===== src/rtl/fbe_regs.svh =====
`ifndef FBE_REGS_SVH
`define FBE_REGS_SVH
// Command codes written on the flash data bus.
`define FBE_CMD_READ_STATUS 8'h70
`define FBE_CMD_ERASE_SETUP 8'h20
`define FBE_CMD_ERASE_CONFIRM 8'hd0
`define FBE_CMD_CLEAR_STATUS 8'h50
`define FBE_CMD_READ_ARRAY 8'hff
// Status word bit positions.
`define FBE_SR_READY 7
`define FBE_SR_ERASE_ERR 5
`define FBE_SR_SEQ_ERR 4
`define FBE_SR_SUPPLY_ERR 3
`define FBE_SR_PROTECT 1
// Bus cycle timing: strobe low time in ns, rounded up to whole 10 ns mclk cycles.
`define FBE_STROBE_NS 70
`define FBE_STROBE_CYC ((`FBE_STROBE_NS + 9) / 10)
`define FBE_CNT_W 4
`endif


===== src/rtl/fbe_pkg.sv =====
package fbe_pkg;
	// Sequencer states, Gray coded along the usual path.
	typedef enum logic [3:0] {
		FBE_IDLE = 4'h0,
		FBE_SETUP = 4'h1,
		FBE_CONFIRM = 4'h3,
		FBE_RDSR = 4'h2,
		FBE_POLL = 4'h6,
		FBE_CLEAR = 4'h7,
		FBE_ARRAY = 4'h5,
		FBE_DONE = 4'h4
	} fbe_state_t;
endpackage : fbe_pkg


===== src/rtl/fbe_erase_ctrl.sv =====
`timescale 1ns/100ps
`default_nettype none
`include "fbe_regs.svh"
module fbe_erase_ctrl (
	input wire logic mclk,
	input wire logic reset,
	input wire logic start,
	input wire logic [21:0] block_addr,
	input wire logic last_block,
	input wire logic check_each,
	input wire logic check_protect,
	input wire logic clear_req,
	output logic busy,
	output logic done,
	output var logic [7:0] status_reg,
	output var logic err_supply_reg,
	output var logic err_protect_reg,
	output var logic err_sequence_reg,
	output var logic err_erase_reg,
	output var logic [21:0] flash_addr_reg,
	output var logic [7:0] flash_dq_out_reg,
	input wire logic [7:0] flash_dq_in,
	output logic flash_dq_oe,
	output var logic flash_ce_n_reg,
	output var logic flash_we_n_reg,
	output var logic flash_oe_n_reg
);
	fbe_pkg::fbe_state_t state_reg, state_next;
	logic [`FBE_CNT_W-1:0] cnt_reg;
	logic phase_reg;
	logic [7:0] dq_s1_reg, dq_s2_reg;
	logic pending_reg;
	logic cycle_end;
	logic is_write;
	logic sr_ready;
	logic sr_any_err;
	logic err_seen;

	// Bus cycle ends when the strobe has been held long enough in its second phase.
	assign cycle_end = phase_reg && (cnt_reg == `FBE_CNT_W'(`FBE_STROBE_CYC));
	assign is_write = (state_reg != fbe_pkg::FBE_POLL) && (state_reg != fbe_pkg::FBE_IDLE)
		&& (state_reg != fbe_pkg::FBE_DONE);
	assign sr_ready = dq_s2_reg[`FBE_SR_READY];
	assign sr_any_err = dq_s2_reg[`FBE_SR_ERASE_ERR] | dq_s2_reg[`FBE_SR_SEQ_ERR]
		| dq_s2_reg[`FBE_SR_SUPPLY_ERR] | (check_protect & dq_s2_reg[`FBE_SR_PROTECT]);
	assign err_seen = err_supply_reg | err_protect_reg | err_sequence_reg | err_erase_reg;
	assign busy = (state_reg != fbe_pkg::FBE_IDLE);
	assign done = (state_reg == fbe_pkg::FBE_DONE);
	assign flash_dq_oe = is_write && !flash_we_n_reg;

	// Next state of the command sequencer.
	always_comb begin
		state_next = state_reg;
		case (state_reg)
			fbe_pkg::FBE_IDLE: begin
				if (clear_req) begin
					state_next = fbe_pkg::FBE_CLEAR;
				end else if (start && !err_seen) begin
					state_next = fbe_pkg::FBE_SETUP;
				end
			end
			fbe_pkg::FBE_SETUP: if (cycle_end) state_next = fbe_pkg::FBE_CONFIRM;
			fbe_pkg::FBE_CONFIRM: if (cycle_end) state_next = fbe_pkg::FBE_RDSR;
			fbe_pkg::FBE_RDSR: if (cycle_end) state_next = fbe_pkg::FBE_POLL;
			fbe_pkg::FBE_POLL: begin
				if (cycle_end && sr_ready) begin
					if (pending_reg) begin
						state_next = fbe_pkg::FBE_ARRAY;
					end else begin
						state_next = fbe_pkg::FBE_DONE;
					end
				end
			end
			fbe_pkg::FBE_CLEAR: if (cycle_end) state_next = fbe_pkg::FBE_DONE;
			fbe_pkg::FBE_ARRAY: if (cycle_end) state_next = fbe_pkg::FBE_DONE;
			fbe_pkg::FBE_DONE: state_next = fbe_pkg::FBE_IDLE;
			default: state_next = fbe_pkg::FBE_IDLE;
		endcase
	end

	// Data driven on the bus in each write state.
	logic [7:0] cmd_code;
	assign cmd_code = (state_reg == fbe_pkg::FBE_SETUP) ? `FBE_CMD_ERASE_SETUP :
		(state_reg == fbe_pkg::FBE_CONFIRM) ? `FBE_CMD_ERASE_CONFIRM :
		(state_reg == fbe_pkg::FBE_RDSR) ? `FBE_CMD_READ_STATUS :
		(state_reg == fbe_pkg::FBE_CLEAR) ? `FBE_CMD_CLEAR_STATUS : `FBE_CMD_READ_ARRAY;

	// State, strobe phase and cycle counter; each bus cycle is setup then strobe.
	always_ff @(posedge mclk or posedge reset) begin
		if (reset) begin
			state_reg <= fbe_pkg::FBE_IDLE;
			cnt_reg <= '0;
			phase_reg <= 1'b0;
		end else begin
			state_reg <= state_next;
			if (state_next != state_reg || state_reg == fbe_pkg::FBE_IDLE || cycle_end) begin
				cnt_reg <= '0;
				phase_reg <= 1'b0;
			end else if (!phase_reg) begin
				phase_reg <= 1'b1;
			end else begin
				cnt_reg <= cnt_reg + `FBE_CNT_W'(1);
			end
		end
	end

	// Bus pins: address and data set up one cycle before the strobe falls.
	always_ff @(posedge mclk or posedge reset) begin
		if (reset) begin
			flash_ce_n_reg <= 1'b1;
			flash_we_n_reg <= 1'b1;
			flash_oe_n_reg <= 1'b1;
			flash_addr_reg <= '0;
			flash_dq_out_reg <= 8'h00;
		end else begin
			flash_addr_reg <= block_addr;
			flash_dq_out_reg <= cmd_code;
			flash_ce_n_reg <= !(busy && !done && phase_reg && !cycle_end);
			flash_we_n_reg <= !(is_write && phase_reg && !cycle_end);
			flash_oe_n_reg <= !((state_reg == fbe_pkg::FBE_POLL) && phase_reg && !cycle_end);
		end
	end

	// Status pin data passes two flip-flops before use.
	always_ff @(posedge mclk or posedge reset) begin
		if (reset) begin
			dq_s1_reg <= 8'h00;
			dq_s2_reg <= 8'h00;
		end else begin
			dq_s1_reg <= flash_dq_in;
			dq_s2_reg <= dq_s1_reg;
		end
	end

	// Captured status and sticky error copies; clear only on a finished clear command.
	logic take_status;
	logic do_clear;
	assign take_status = (state_reg == fbe_pkg::FBE_POLL) && cycle_end && sr_ready
		&& (check_each || pending_reg);
	assign do_clear = (state_reg == fbe_pkg::FBE_CLEAR) && cycle_end;
	always_ff @(posedge mclk or posedge reset) begin
		if (reset) begin
			status_reg <= 8'h80;
			err_supply_reg <= 1'b0;
			err_protect_reg <= 1'b0;
			err_sequence_reg <= 1'b0;
			err_erase_reg <= 1'b0;
			pending_reg <= 1'b0;
		end else begin
			if (state_reg == fbe_pkg::FBE_IDLE && start) begin
				pending_reg <= last_block;
			end
			if (do_clear) begin
				status_reg <= 8'h80;
				err_supply_reg <= 1'b0;
				err_protect_reg <= 1'b0;
				err_sequence_reg <= 1'b0;
				err_erase_reg <= 1'b0;
			end else if (take_status) begin
				status_reg <= dq_s2_reg;
				err_supply_reg <= err_supply_reg | dq_s2_reg[`FBE_SR_SUPPLY_ERR];
				err_protect_reg <= err_protect_reg | (check_protect & dq_s2_reg[`FBE_SR_PROTECT]);
				err_sequence_reg <= err_sequence_reg
					| (dq_s2_reg[`FBE_SR_SEQ_ERR] & dq_s2_reg[`FBE_SR_ERASE_ERR]);
				err_erase_reg <= err_erase_reg
					| (dq_s2_reg[`FBE_SR_ERASE_ERR] & !dq_s2_reg[`FBE_SR_SEQ_ERR]);
			end
		end
	end

	// Setup is always followed by confirm in the very next cycle.
	setup_confirm_a: assert property (@(posedge mclk) disable iff (reset)
		(state_reg == fbe_pkg::FBE_SETUP && cycle_end) |=> state_reg == fbe_pkg::FBE_CONFIRM)
		else $error("confirm did not follow setup");
	// No new erase starts while errors are held.
	err_block_a: assert property (@(posedge mclk) disable iff (reset)
		(state_reg == fbe_pkg::FBE_IDLE && err_seen && !clear_req) |=> state_reg != fbe_pkg::FBE_SETUP)
		else $error("erase started with errors pending");
	// The sticky erase error flag only falls through a clear.
	sticky_err_a: assert property (@(posedge mclk) disable iff (reset)
		$fell(err_erase_reg) |-> $past(do_clear))
		else $error("error flag dropped without clear");
	// Poll leaves only when ready was read.
	ready_poll_a: assert property (@(posedge mclk) disable iff (reset)
		(state_reg == fbe_pkg::FBE_POLL && state_next != fbe_pkg::FBE_POLL) |-> sr_ready)
		else $error("left poll while busy");
	// Data bus driven only in write states, never against a read strobe.
	dq_drive_a: assert property (@(posedge mclk) disable iff (reset)
		flash_dq_oe |-> !flash_we_n_reg && flash_oe_n_reg && state_reg != fbe_pkg::FBE_POLL)
		else $error("data driven outside a write");
	// Write and read strobes never overlap.
	strobe_excl_a: assert property (@(posedge mclk) disable iff (reset)
		!(!flash_we_n_reg && !flash_oe_n_reg))
		else $error("write and read strobes overlap");
	// Every strobe lies inside a chip select.
	strobe_ce_a: assert property (@(posedge mclk) disable iff (reset)
		(!flash_we_n_reg || !flash_oe_n_reg) |-> !flash_ce_n_reg)
		else $error("strobe without chip select");
	// A captured status word always shows the ready bit.
	status_ready_a: assert property (@(posedge mclk) disable iff (reset)
		take_status |=> status_reg[`FBE_SR_READY])
		else $error("captured status not ready");
	// A finished clear leaves every error flag low and the status word at ready.
	clear_flags_a: assert property (@(posedge mclk) disable iff (reset)
		do_clear |=> !err_seen && status_reg == 8'h80)
		else $error("flags still set after clear");
	// A captured error bit other than a lone sequence bit always raises at least one sticky flag.
	err_capture_a: assert property (@(posedge mclk) disable iff (reset)
		(take_status && sr_any_err) |=> err_seen)
		else $error("status error not held");
endmodule : fbe_erase_ctrl
`default_nettype wire


===== config.mk =====
export PLATFORM = sky130hd
export DESIGN_NAME = fbe_erase_ctrl
export DESIGN_NICKNAME = d
export VERILOG_FILES = /design/src/rtl/fbe_pkg.sv /design/src/rtl/fbe_erase_ctrl.sv
export VERILOG_INCLUDE_DIRS = /design/src /design/src/rtl
export SDC_FILE = /design/constraint.sdc
export NUM_CORES = 1
export LEC_CHECK = 0
export ABC_AREA = 1
export BUFFER_PORTS_ARGS = -buffer_cell sky130_fd_sc_hd__buf_2
export CAP_MARGIN = 0
export CORE_MARGIN = 2
export CORE_UTILIZATION = 40
export DETAILED_ROUTE_END_ITERATION = 8
export PLACE_DENSITY_LB_ADDON = 0.1
export SYNTH_ARGS = -nofsm -noshare
export SYNTH_HDL_FRONTEND = slang
export SYNTH_SLANG_ARGS = --single-unit

===== constraint.sdc =====
create_clock -name mclk -period 2.9 [get_ports mclk]
set_input_delay 0.29 -clock mclk [delete_from_list [all_inputs] [get_ports mclk]]
set_output_delay 0.29 -clock mclk [all_outputs]
set_load 0.005 [all_outputs]

==> metrics.txt, run 1 <==
clock network fraction of total power 0.380; Starting Density 0.4210; gr ovfl total 0; Sink Count 67; Seq/Total Area, Yosys 0.7122; DRT iter0 DRCs 38; number of diodes 0; post-synth cell types 30; synthesis warning total 0; fmax 0.5544 GHz; row count 27; Tot GR Track Use 0.1543; DIE AREA 6533 sq um; fin crit period 1.804 ns; vias in the first global route 1689; Net Sw Frac 0.2704; Via Count 1615; Crit Path Class flop to output port; Slew Limit Headroom 0.6407; Synth top area share 0.6677; Sequential Area 1682 sq um; RSZ-0062 raised after global routing no; crit path launch state_reg[1]; Critical Path End Type output port; Horiz. Die Dim 80.83 microns; Crit path arrival time 1.51 ns; root buffer cell clkbuf_8; Post-synth top cells dfrtp_1, nand2_1, nand3_1; Max Fanout on Critical Path 5; cell area after synthesis 2361 sq um; Final HPWL DP 3.148 mm; Comb pwr share 0.138; initial antenna violation count 0; first-pass GRT wire length 7.500 mm; Initial DRT Pass Iterations 4; Reg-to-Reg Start cnt_reg[0]; max reg flops 22; setup TNS 0 ns; largest net degree at the start of global routing 39; most common cell in the netlist dfrtp_1; syn nets 226; Longest Clk Path Bufs 2; VDD IR max 0.4657 mV; Final Hold Violating Endpoints 0; # DRC 0; Flop pwr share 0.482; synthesis-stage register bit count 67; global placement routability congestion 0.8694; r2r worst-path depth 6; clk_lat worst skew 0.34 ns; fill count 538; max_cap viols 0; Nets 316; Synth area leaders dfrtp_1, dfstp_2, nand3_1; Die Ht 80.83 microns; H-tree depth 3; skew final 0.006204 ns; CTS tree built; Final setup viols 0; P_sw 608.5 uW; share of layout cells above drive strength 1 0.4311; mean area per synthesized cell 12.56 sq um; Detailed Route WL 4.359 mm; CP Data Required Time 2.61 ns; Vias/cell 4.549; pwr/cell area 737.4 nW/um^2; status complete, no violations; Setup crit start kind flop; Worst-Margin Slew 0.5349 ns; pre-CTS setup slack 1.366 ns; Worst Hold Class input pin to async pin; core box area 5608 sq um; Post-synth ARST share 1.000; Post-CTS Resized 0; number of flops mapped to enable cells by yosys 0; synth-to-layout area growth 29.25%; internal power 1642 uW; Slew Limit Fails 0; number of top-level pins 85; Synth Flop Type dfrtp_1; Post-Syn Instances 188; postcts setup bufs 0; IO Port Bufs 84; DR WL/cell 12.28 microns; post-route worst setup slack 1.096 ns; CTS buffer count 9; CTS Hold Bufs 0; Clock Pin Slew Worst Setup and Hold Paths 0.07 ns; Final Cycle Share 0.6220; largest area contributor in the netlist dfrtp_1; Post-DRT Antenna Nets 0; area of the multi-input gates 561.8 sq um; Leakage 0.001568 uW
## cells in the final DEF (no fill, tap or decap), types with 2 or more instances in the layout
cell type,instances
buf_2,84
dfrtp_1,63
nand2_1,25
nand3_1,21
nor2_1,15
inv_1,13
clkbuf_8,9
nand4_1,5
nor3_1,4
o21ai_0,4
dfstp_2,4
inv_2,3
nand2_2,3
a21oi_1,3
nor2_8,2
nand3_2,2
xor2_1,2
bufinv_16,2
inv_6,2
buf_4,2
## stage by stage
step / hold slack, ns / area (sq um) / utilization / power (uW) / cells
floorplan: 0.3214 / 2361 / - / 1313 / 188
global placement: 0.3315 / 2829 / 0.5045 / 1412 / 339
detailed placement: 0.3347 / 2829 / 0.5045 / 1418 / 339
CTS: 0.01171 / 3052 / 0.5442 / 2282 / 355
global route: 0.01894 / 3052 / 0.5442 / 2383 / 355
finish: 0.01483 / 3052 / 0.5442 / 2250 / 355
## metal layers
layer,vias to the layer above,part of all wire,track usage
li1,778,-,-
met1,775,0.38,0.1749
met2,53,0.53,0.2537
met3,9,0.076,0.07333
met4,0,0.017,0.05763
met5,-,0,0
## final timing paths
| kind | end | slack (ns) |
|---|---|---|
| min | flash_addr_reg[6] | 0.01 |
| min reg2reg | dq_s2_reg[1] | 0.35 |
| max in group asynchronous | status_reg[7] | 2.49 |
| max reg2reg | status_reg[1] | 1.38 |
| min in group mclk | flash_addr_reg[7] | 0.05 |
| max | busy | 1.10 |
## cell families after synthesis
| group | synth area share |
|---|---|
| AO/OA/AOI/OAI | 0.01695 |
| XOR/XNOR | 0.01113 |
| adder cells (fa/ha/maj) | 0.005299 |
| buffers and inverters | 0.04981 |
| flip-flops | 0.7122 |
| multiplexers | 0.004240 |
| other | 0.001588 |
| AND/OR/NAND/NOR | 0.1987 |
## worst max-delay path, stage by stage (launching register included)
cell and delay (ns):
dfrtp_1 0.45, nor2_1 0.15, inv_1 0.11, nor2_1 0.26, inv_1 0.09, buf_2 0.13
## power groups by stage
stage	clock (uW)	combinational [uW]	sequential [uW]
6_report	855	311	1080
5_1_grt	926	359	1100
4_1_cts	881	316	1090
3_5_place_dp	0	315	1100
3_3_place_gp	0	313	1100
2_1_floorplan	0	220	1090
## layout make-up
cell class / instances / area share
Inverter: 16 / 0.01968
Timing Repair Buffer: 86 / 0.1427
Sequential cell: 67 / 0.5510
Tap cell: 72 / 0.02952
Multi-Input combinational cell: 98 / 0.1841
Clock buffer: 9 / 0.04059
Clock inverter: 7 / 0.03239
No activity file was read; power rests on OpenSTA's default activity.
==> inputs of run 2 (changes only) <==
--- a/config.mk
+++ b/config.mk
@@ -6,7 +6,7 @@
 export SDC_FILE = /design/constraint.sdc
 export NUM_CORES = 1
 export LEC_CHECK = 0
-export ABC_AREA = 1
+export ABC_AREA = 0
 export BUFFER_PORTS_ARGS = -buffer_cell sky130_fd_sc_hd__buf_2
 export CAP_MARGIN = 0
 export CORE_MARGIN = 2
==> constraint.sdc (replaced) <==
create_clock -name mclk -period 1.49 [get_ports mclk]
set_input_delay 0.149 -clock mclk [delete_from_list [all_inputs] [get_ports mclk]]
set_output_delay 0.149 -clock mclk [all_outputs]
set_load 0.005 [all_outputs]
==> run 2 against run 1 <==
  * The flow now finishes with violations (negative setup slack)
  * Via count up 8.5%
  * Worst hold slack improved by 0.033 ns
  * Routed wire length is 21% higher
  * Synthesized cell count fell by 13%
  * Total power increased by 92%
  * Core utilization up 9.7 points
  * Register-to-register slack got worse by 1.4 ns
  * Largest cell class unchanged
  * Count of clock-buffer cells in the layout did not move
  * Critical path type unchanged
  * Sequential power is 93% higher
  * Critical path depth down 1
  * Clock skew up 0.0081 ns
  * Cell area increased by 16%
==> metrics.txt, run 2 <==
Post-Syn Instances 164; fmax 0.6466 GHz; Final setup viols 11; violated checks negative setup slack; largest area contributor in the netlist dfrtp_1; CP Data Required Time 1.34 ns; CTS tree built; Tot GR Track Use 0.1710; number of flops mapped to enable cells by yosys 0; number of top-level pins 85; Vias/cell 4.613; hold depth 2; Detailed Route WL 5.296 mm; Sink Count 67; Worst Hold Class input pin to flop; syn nets 202; Max Fanout on Critical Path 3; post-synth cell types 37; Initial DRT Pass Iterations 4; synthesis warning total 0; pwr/cell area 1224 nW/um^2; Nets 341; skew final 0.01431 ns; root buffer cell clkbuf_8; max_cap viols 0; synthesis-stage register bit count 67; fill count 420; Post-synth top cells dfrtp_1, nand2_1, o21ai_0; DIE AREA 6332 sq um; most frequent cells in the layout buf_2, dfrtp_1, dlygate4sd3_1; row count 27; Comb pwr share 0.173; number of diodes 0; Starting Density 0.4149; H-tree depth 3; r2r worst-path depth 4; Post-DRT Antenna Nets 0; CTS buffer count 9; most common cell after layout, fill and taps aside buf_2; fin crit period 1.547 ns; Synth top area share 0.6900; internal power 3154 uW; final hold slack 0.04797 ns; Longest Clk Path Bufs 2; VDD IR max 0.7951 mV; vias in the first global route 1721; synth-to-layout area growth 54.66%; reg-to-reg setup timing slack -0.04 ns; Net Sw Frac 0.2708; Critical Path End Type output port; IO Port Bufs 84; Die Ht 79.58 microns; Seq/Total Area, Yosys 0.7360; core box area 5507 sq um; share of layout cells above drive strength 1 0.5097; post-route worst setup slack -0.05656 ns; most common cell in the netlist dfrtp_1; Synth Flop Type dfrtp_1; Final Cycle Share 1.038; Crit path arrival time 1.40 ns; Slew Limit Fails 0; # DRC 0; pre-CTS setup slack -0.02036 ns; gr ovfl total 0; Final HPWL DP 3.023 mm; cell area after synthesis 2285 sq um; Leakage 0.001641 uW; DR WL/cell 13.94 microns; Via Count 1753; global placement routability congestion 0.7498; largest net degree at the start of global routing 46; Horiz. Die Dim 79.58 microns; first-pass GRT wire length 7.990 mm; clk_lat worst skew 0.34 ns; DRT iter0 DRCs 142; Post-synth ARST share 1.000; status complete, but fails checks; Power, Total 4325 uW; P_sw 1171 uW; Synth area leaders dfrtp_1, dfstp_2, nand2_1; Crit Path Class flop to output port; Flop pwr share 0.480; clock network fraction of total power 0.348; max reg flops 22; Clock Pin Slew Worst Setup and Hold Paths 0.08 ns; RSZ-0062 raised after global routing yes; Setup crit start kind flop; mean area per synthesized cell 13.93 sq um; Final Hold Violating Endpoints 0; initial antenna violation count 0
==> run 2: cell count changes after synthesis, sizes merged, moves of 2 or more <==
cell and change:
nand3 -20, inv -13, nor2b +3, o21ai +5, nor3 -4, nor4 +2, nand4 -3, nand2b +5
a21oi -2, nor2 -11, nand2 -6, a32o +2, buf +4
==> run 2: what timing repair did <==
| action | 4_1_cts | 5_1_grt |
|---|---|---|
| endpoints found under the setup margin | 7 | 21 |
| pin swaps | 2 | 7 |
| endpoints found under the hold margin | 93 | 0 |
| cloned | 0 | 2 |
| setup buffers | 4 | 4 |
| resized for setup | 14 | 24 |
| hold buffers | 31 | 0 |
==> run 2: final cells by class <==
class,count,area (sq um),area share
repair buffers,137,927.1,0.2624
multi-input cells,85,614.3,0.1739
clock inverters,7,76.32,0.02160
clock buffers,9,123.9,0.03506
flip-flops and latches,67,1687,0.4773
well taps,72,90.09,0.02550
inverters,3,15.01,0.004249
==> run 2: cell families after synthesis <==
kind of cell,count (synthesis),share of synthesized area
buffers and inverters,14,0.04545
DFF,67,0.7360
xor gates and xnor gates,3,0.01150
AOI/OAI and AO/OA,20,0.06408
muxes,2,0.009310
and+or+nand+nor,56,0.1265
other,1,0.001641
adders and majority gates,1,0.005476
==> run 2: final timing paths <==
check                              from        endpoint
max                        state_reg[0]            busy
min                          last_block     pending_reg
max reg2reg                state_reg[0]   status_reg[2]
min reg2reg                dq_s1_reg[1]    dq_s2_reg[1]
max in group asynchronous         reset  flash_oe_n_reg
min in group asynchronous         reset       phase_reg
==> run 2: critical path: stages (launching register included) <==
cell and delay [ns]:
dfrtp_2 0.44, nor4_4 0.31, buf_4 0.17, inv_2 0.03, buf_2 0.11
==> run 2: power groups by stage <==
stage | clock network [uW] | logic (uW) | registers [uW]
6_report | 1500 | 746 | 2080
5_1_grt | 1630 | 814 | 2090
4_1_cts | 1540 | 660 | 2050
3_5_place_dp | 0 | 507 | 2080
3_3_place_gp | 0 | 510 | 2080
2_1_floorplan | 0 | 318 | 2060
==> run 2: metal layers <==
| metal | share of wire | GRT usage | wire (microns) | vias to the layer above |
|---|---|---|---|---|
| li1 | - | - | - | 832 |
| met5 | 0 | 0 | 0 | - |
| met3 | 0.083 | 0.05995 | 437 | 18 |
| met4 | 0.035 | 0.1086 | 186 | 0 |
| met1 | 0.42 | 0.2168 | 2222 | 820 |
| met2 | 0.46 | 0.2487 | 2449 | 83 |
==> run 2: through the flow <==
step           cell area [sq um]  TNS [ns]    util  cells
2_1_floorplan               2291         0       -    164
3_3_place_gp                2826         0  0.5133    323
3_5_place_dp                2826  -0.03118  0.5133    323
4_1_cts                     3406   -0.1074  0.6185    374
5_1_grt                     3533    -1.500  0.6417    380
6_report                    3533   -0.2511  0.6417    380
==> inputs of run 3 (changes only) <==
--- a/config.mk
+++ b/config.mk
@@ -7,11 +7,11 @@
 export NUM_CORES = 1
 export LEC_CHECK = 0
 export ABC_AREA = 0
-export BUFFER_PORTS_ARGS = -buffer_cell sky130_fd_sc_hd__buf_2
 export CAP_MARGIN = 0
 export CORE_MARGIN = 2
 export CORE_UTILIZATION = 40
 export DETAILED_ROUTE_END_ITERATION = 8
+export DONT_BUFFER_PORTS = 1
 export PLACE_DENSITY_LB_ADDON = 0.1
 export SYNTH_ARGS = -nofsm -noshare
 export SYNTH_HDL_FRONTEND = slang
==> run 3 against run 2 <==
  * The run now ends clean
  * Register-to-register slack improved by 0.08 ns
  * Non-clock buffer count fell by 79
  * Fmax is 6.4% higher
  * Sequential cell count is the same
  * Die area unchanged
  * Critical endpoint is now flash_dq_oe
==> metrics.txt, run 3 (synthesized netlist as in run 2, its figures left out) <==
status complete, no violations; # DRC 0; Nets 260; Post-DRT Antenna Nets 0; Horiz. Die Dim 79.58 microns; pwr/cell area 1360 nW/um^2; largest net degree at the start of global routing 41; max_cap viols 0; max reg flops 22; DIE AREA 6332 sq um; Starting Density 0.4149; RSZ-0062 raised after global routing yes; Tot GR Track Use 0.1567; VDD IR max 0.8481 mV; design area 3070 sq um; IO Port Bufs 0; synth-to-layout area growth 34.39%; most common cell after layout, fill and taps aside dfrtp_1; Leakage 0.001348 uW; reg-to-reg setup timing slack 0.04 ns; root buffer cell clkbuf_8; CTS buffer count 9; reg-to-reg endpoint status_reg[7]; fin crit period 1.453 ns; Setup crit start kind flop; Final Hold Violating Endpoints 0; number of diodes 0; Detailed Route WL 4.471 mm; share of layout cells above drive strength 1 0.2687; H-tree depth 3; DR WL/cell 14.95 microns; Initial DRT Pass Iterations 4; most frequent cells in the layout dfrtp_1, dlygate4sd3_1, nand2_1; Critical Path End Type output port; fill count 462; Final Cycle Share 0.9751; Sink Count 67; r2r worst-path depth 4; CTS tree built; Via Count 1465; Reg-to-Reg Start cnt_reg[0]; Slew Limit Fails 0; cell area after placement 2424 sq um; Longest Clk Path Bufs 2; WHS Endpoint pending_reg; Die Ht 79.58 microns; Crit Path Class flop to output port; skew final 0.007982 ns; first-pass GRT wire length 7.238 mm; post-layout util 0.5576; fmax 0.6883 GHz; global placement routability congestion 0.8047; initial antenna violation count 0; Hold Crit Start start; Vias/cell 4.900; Worst Hold Class input pin to flop; Crit path arrival time 1.30 ns; hold depth 2; Final HPWL DP 2.928 mm; core box area 5507 sq um; final hold slack 0.04403 ns; number of top-level pins 85; clk_lat worst skew 0.34 ns; Final setup viols 0; Max Fanout on Critical Path 6; DRT iter0 DRCs 42; vias in the first global route 1543; row count 27; CP Data Required Time 1.34 ns; gr ovfl total 0; Clock Pin Slew Worst Setup and Hold Paths 0.08 ns
==> run 3: final cells by class <==
type	count	area [sq um]	share of cell area
multi-input cells	83	545.5	0.1777
flip-flops and latches	67	1685	0.5489
clock inverters	7	82.58	0.02689
well taps	72	90.09	0.02934
inverters	3	15.01	0.004890
repair buffers	58	528.0	0.1720
clock buffers	9	123.9	0.04034
==> run 3: timing repair <==
action,CTS,global route
buffers inserted,2,4
endpoints found under the hold margin,96,0
setup endpoints to repair,8,15
pin swaps,2,1
hold buffers,34,0
gates resized for setup,8,13
==> run 3: worst max-delay path by stage <==
stage            startpoint               end  cells after the start
2_1_floorplan    cnt_reg[0]     status_reg[7]                      5
3_3_place_gp     cnt_reg[0]     status_reg[7]                      4
3_5_place_dp     cnt_reg[0]     err_erase_reg                      5
4_1_cts        state_reg[2]              busy                      3
5_1_grt          cnt_reg[1]  err_sequence_reg                      5
6_report       state_reg[1]       flash_dq_oe                      4
==> run 3: layer usage <==
| metal | up-vias | global-route usage | wire length [microns] |
|---|---|---|---|
| li1 | 661 | - | - |
| met1 | 723 | 0.1794 | 1729 |
| met2 | 75 | 0.2311 | 2186 |
| met3 | 6 | 0.09050 | 488 |
| met4 | 0 | 0.08276 | 65 |
| met5 | - | 0 | 0 |
==> run 3: worst max-delay path: stages, from the launching register on <==
cell	delay (ns)
dfrtp_2	0.47
buf_6	0.15
nand2b_4	0.07
nor3b_4	0.21
nor2_2	0.06
==> run 3: power breakdown <==
group	total, uW	internal, uW	leakage [uW]	switching [uW]
clock	1540	801	0.0000988	735
combinational	559	312	0.000493	247
sequential	2080	1960	0.000756	120
==> run 3: stage by stage <==
step           power, uW   TNS, ns  instances  worst slack [ns]
4_1_cts             4175         0        295          0.008211
6_report            4175         0        299           0.03709
2_1_floorplan       2380         0        164          0.007186
3_3_place_gp        2478         0        243           0.04243
3_5_place_dp        2482  -0.07407        243          -0.02794
5_1_grt             4388   -0.4172        299          -0.06228
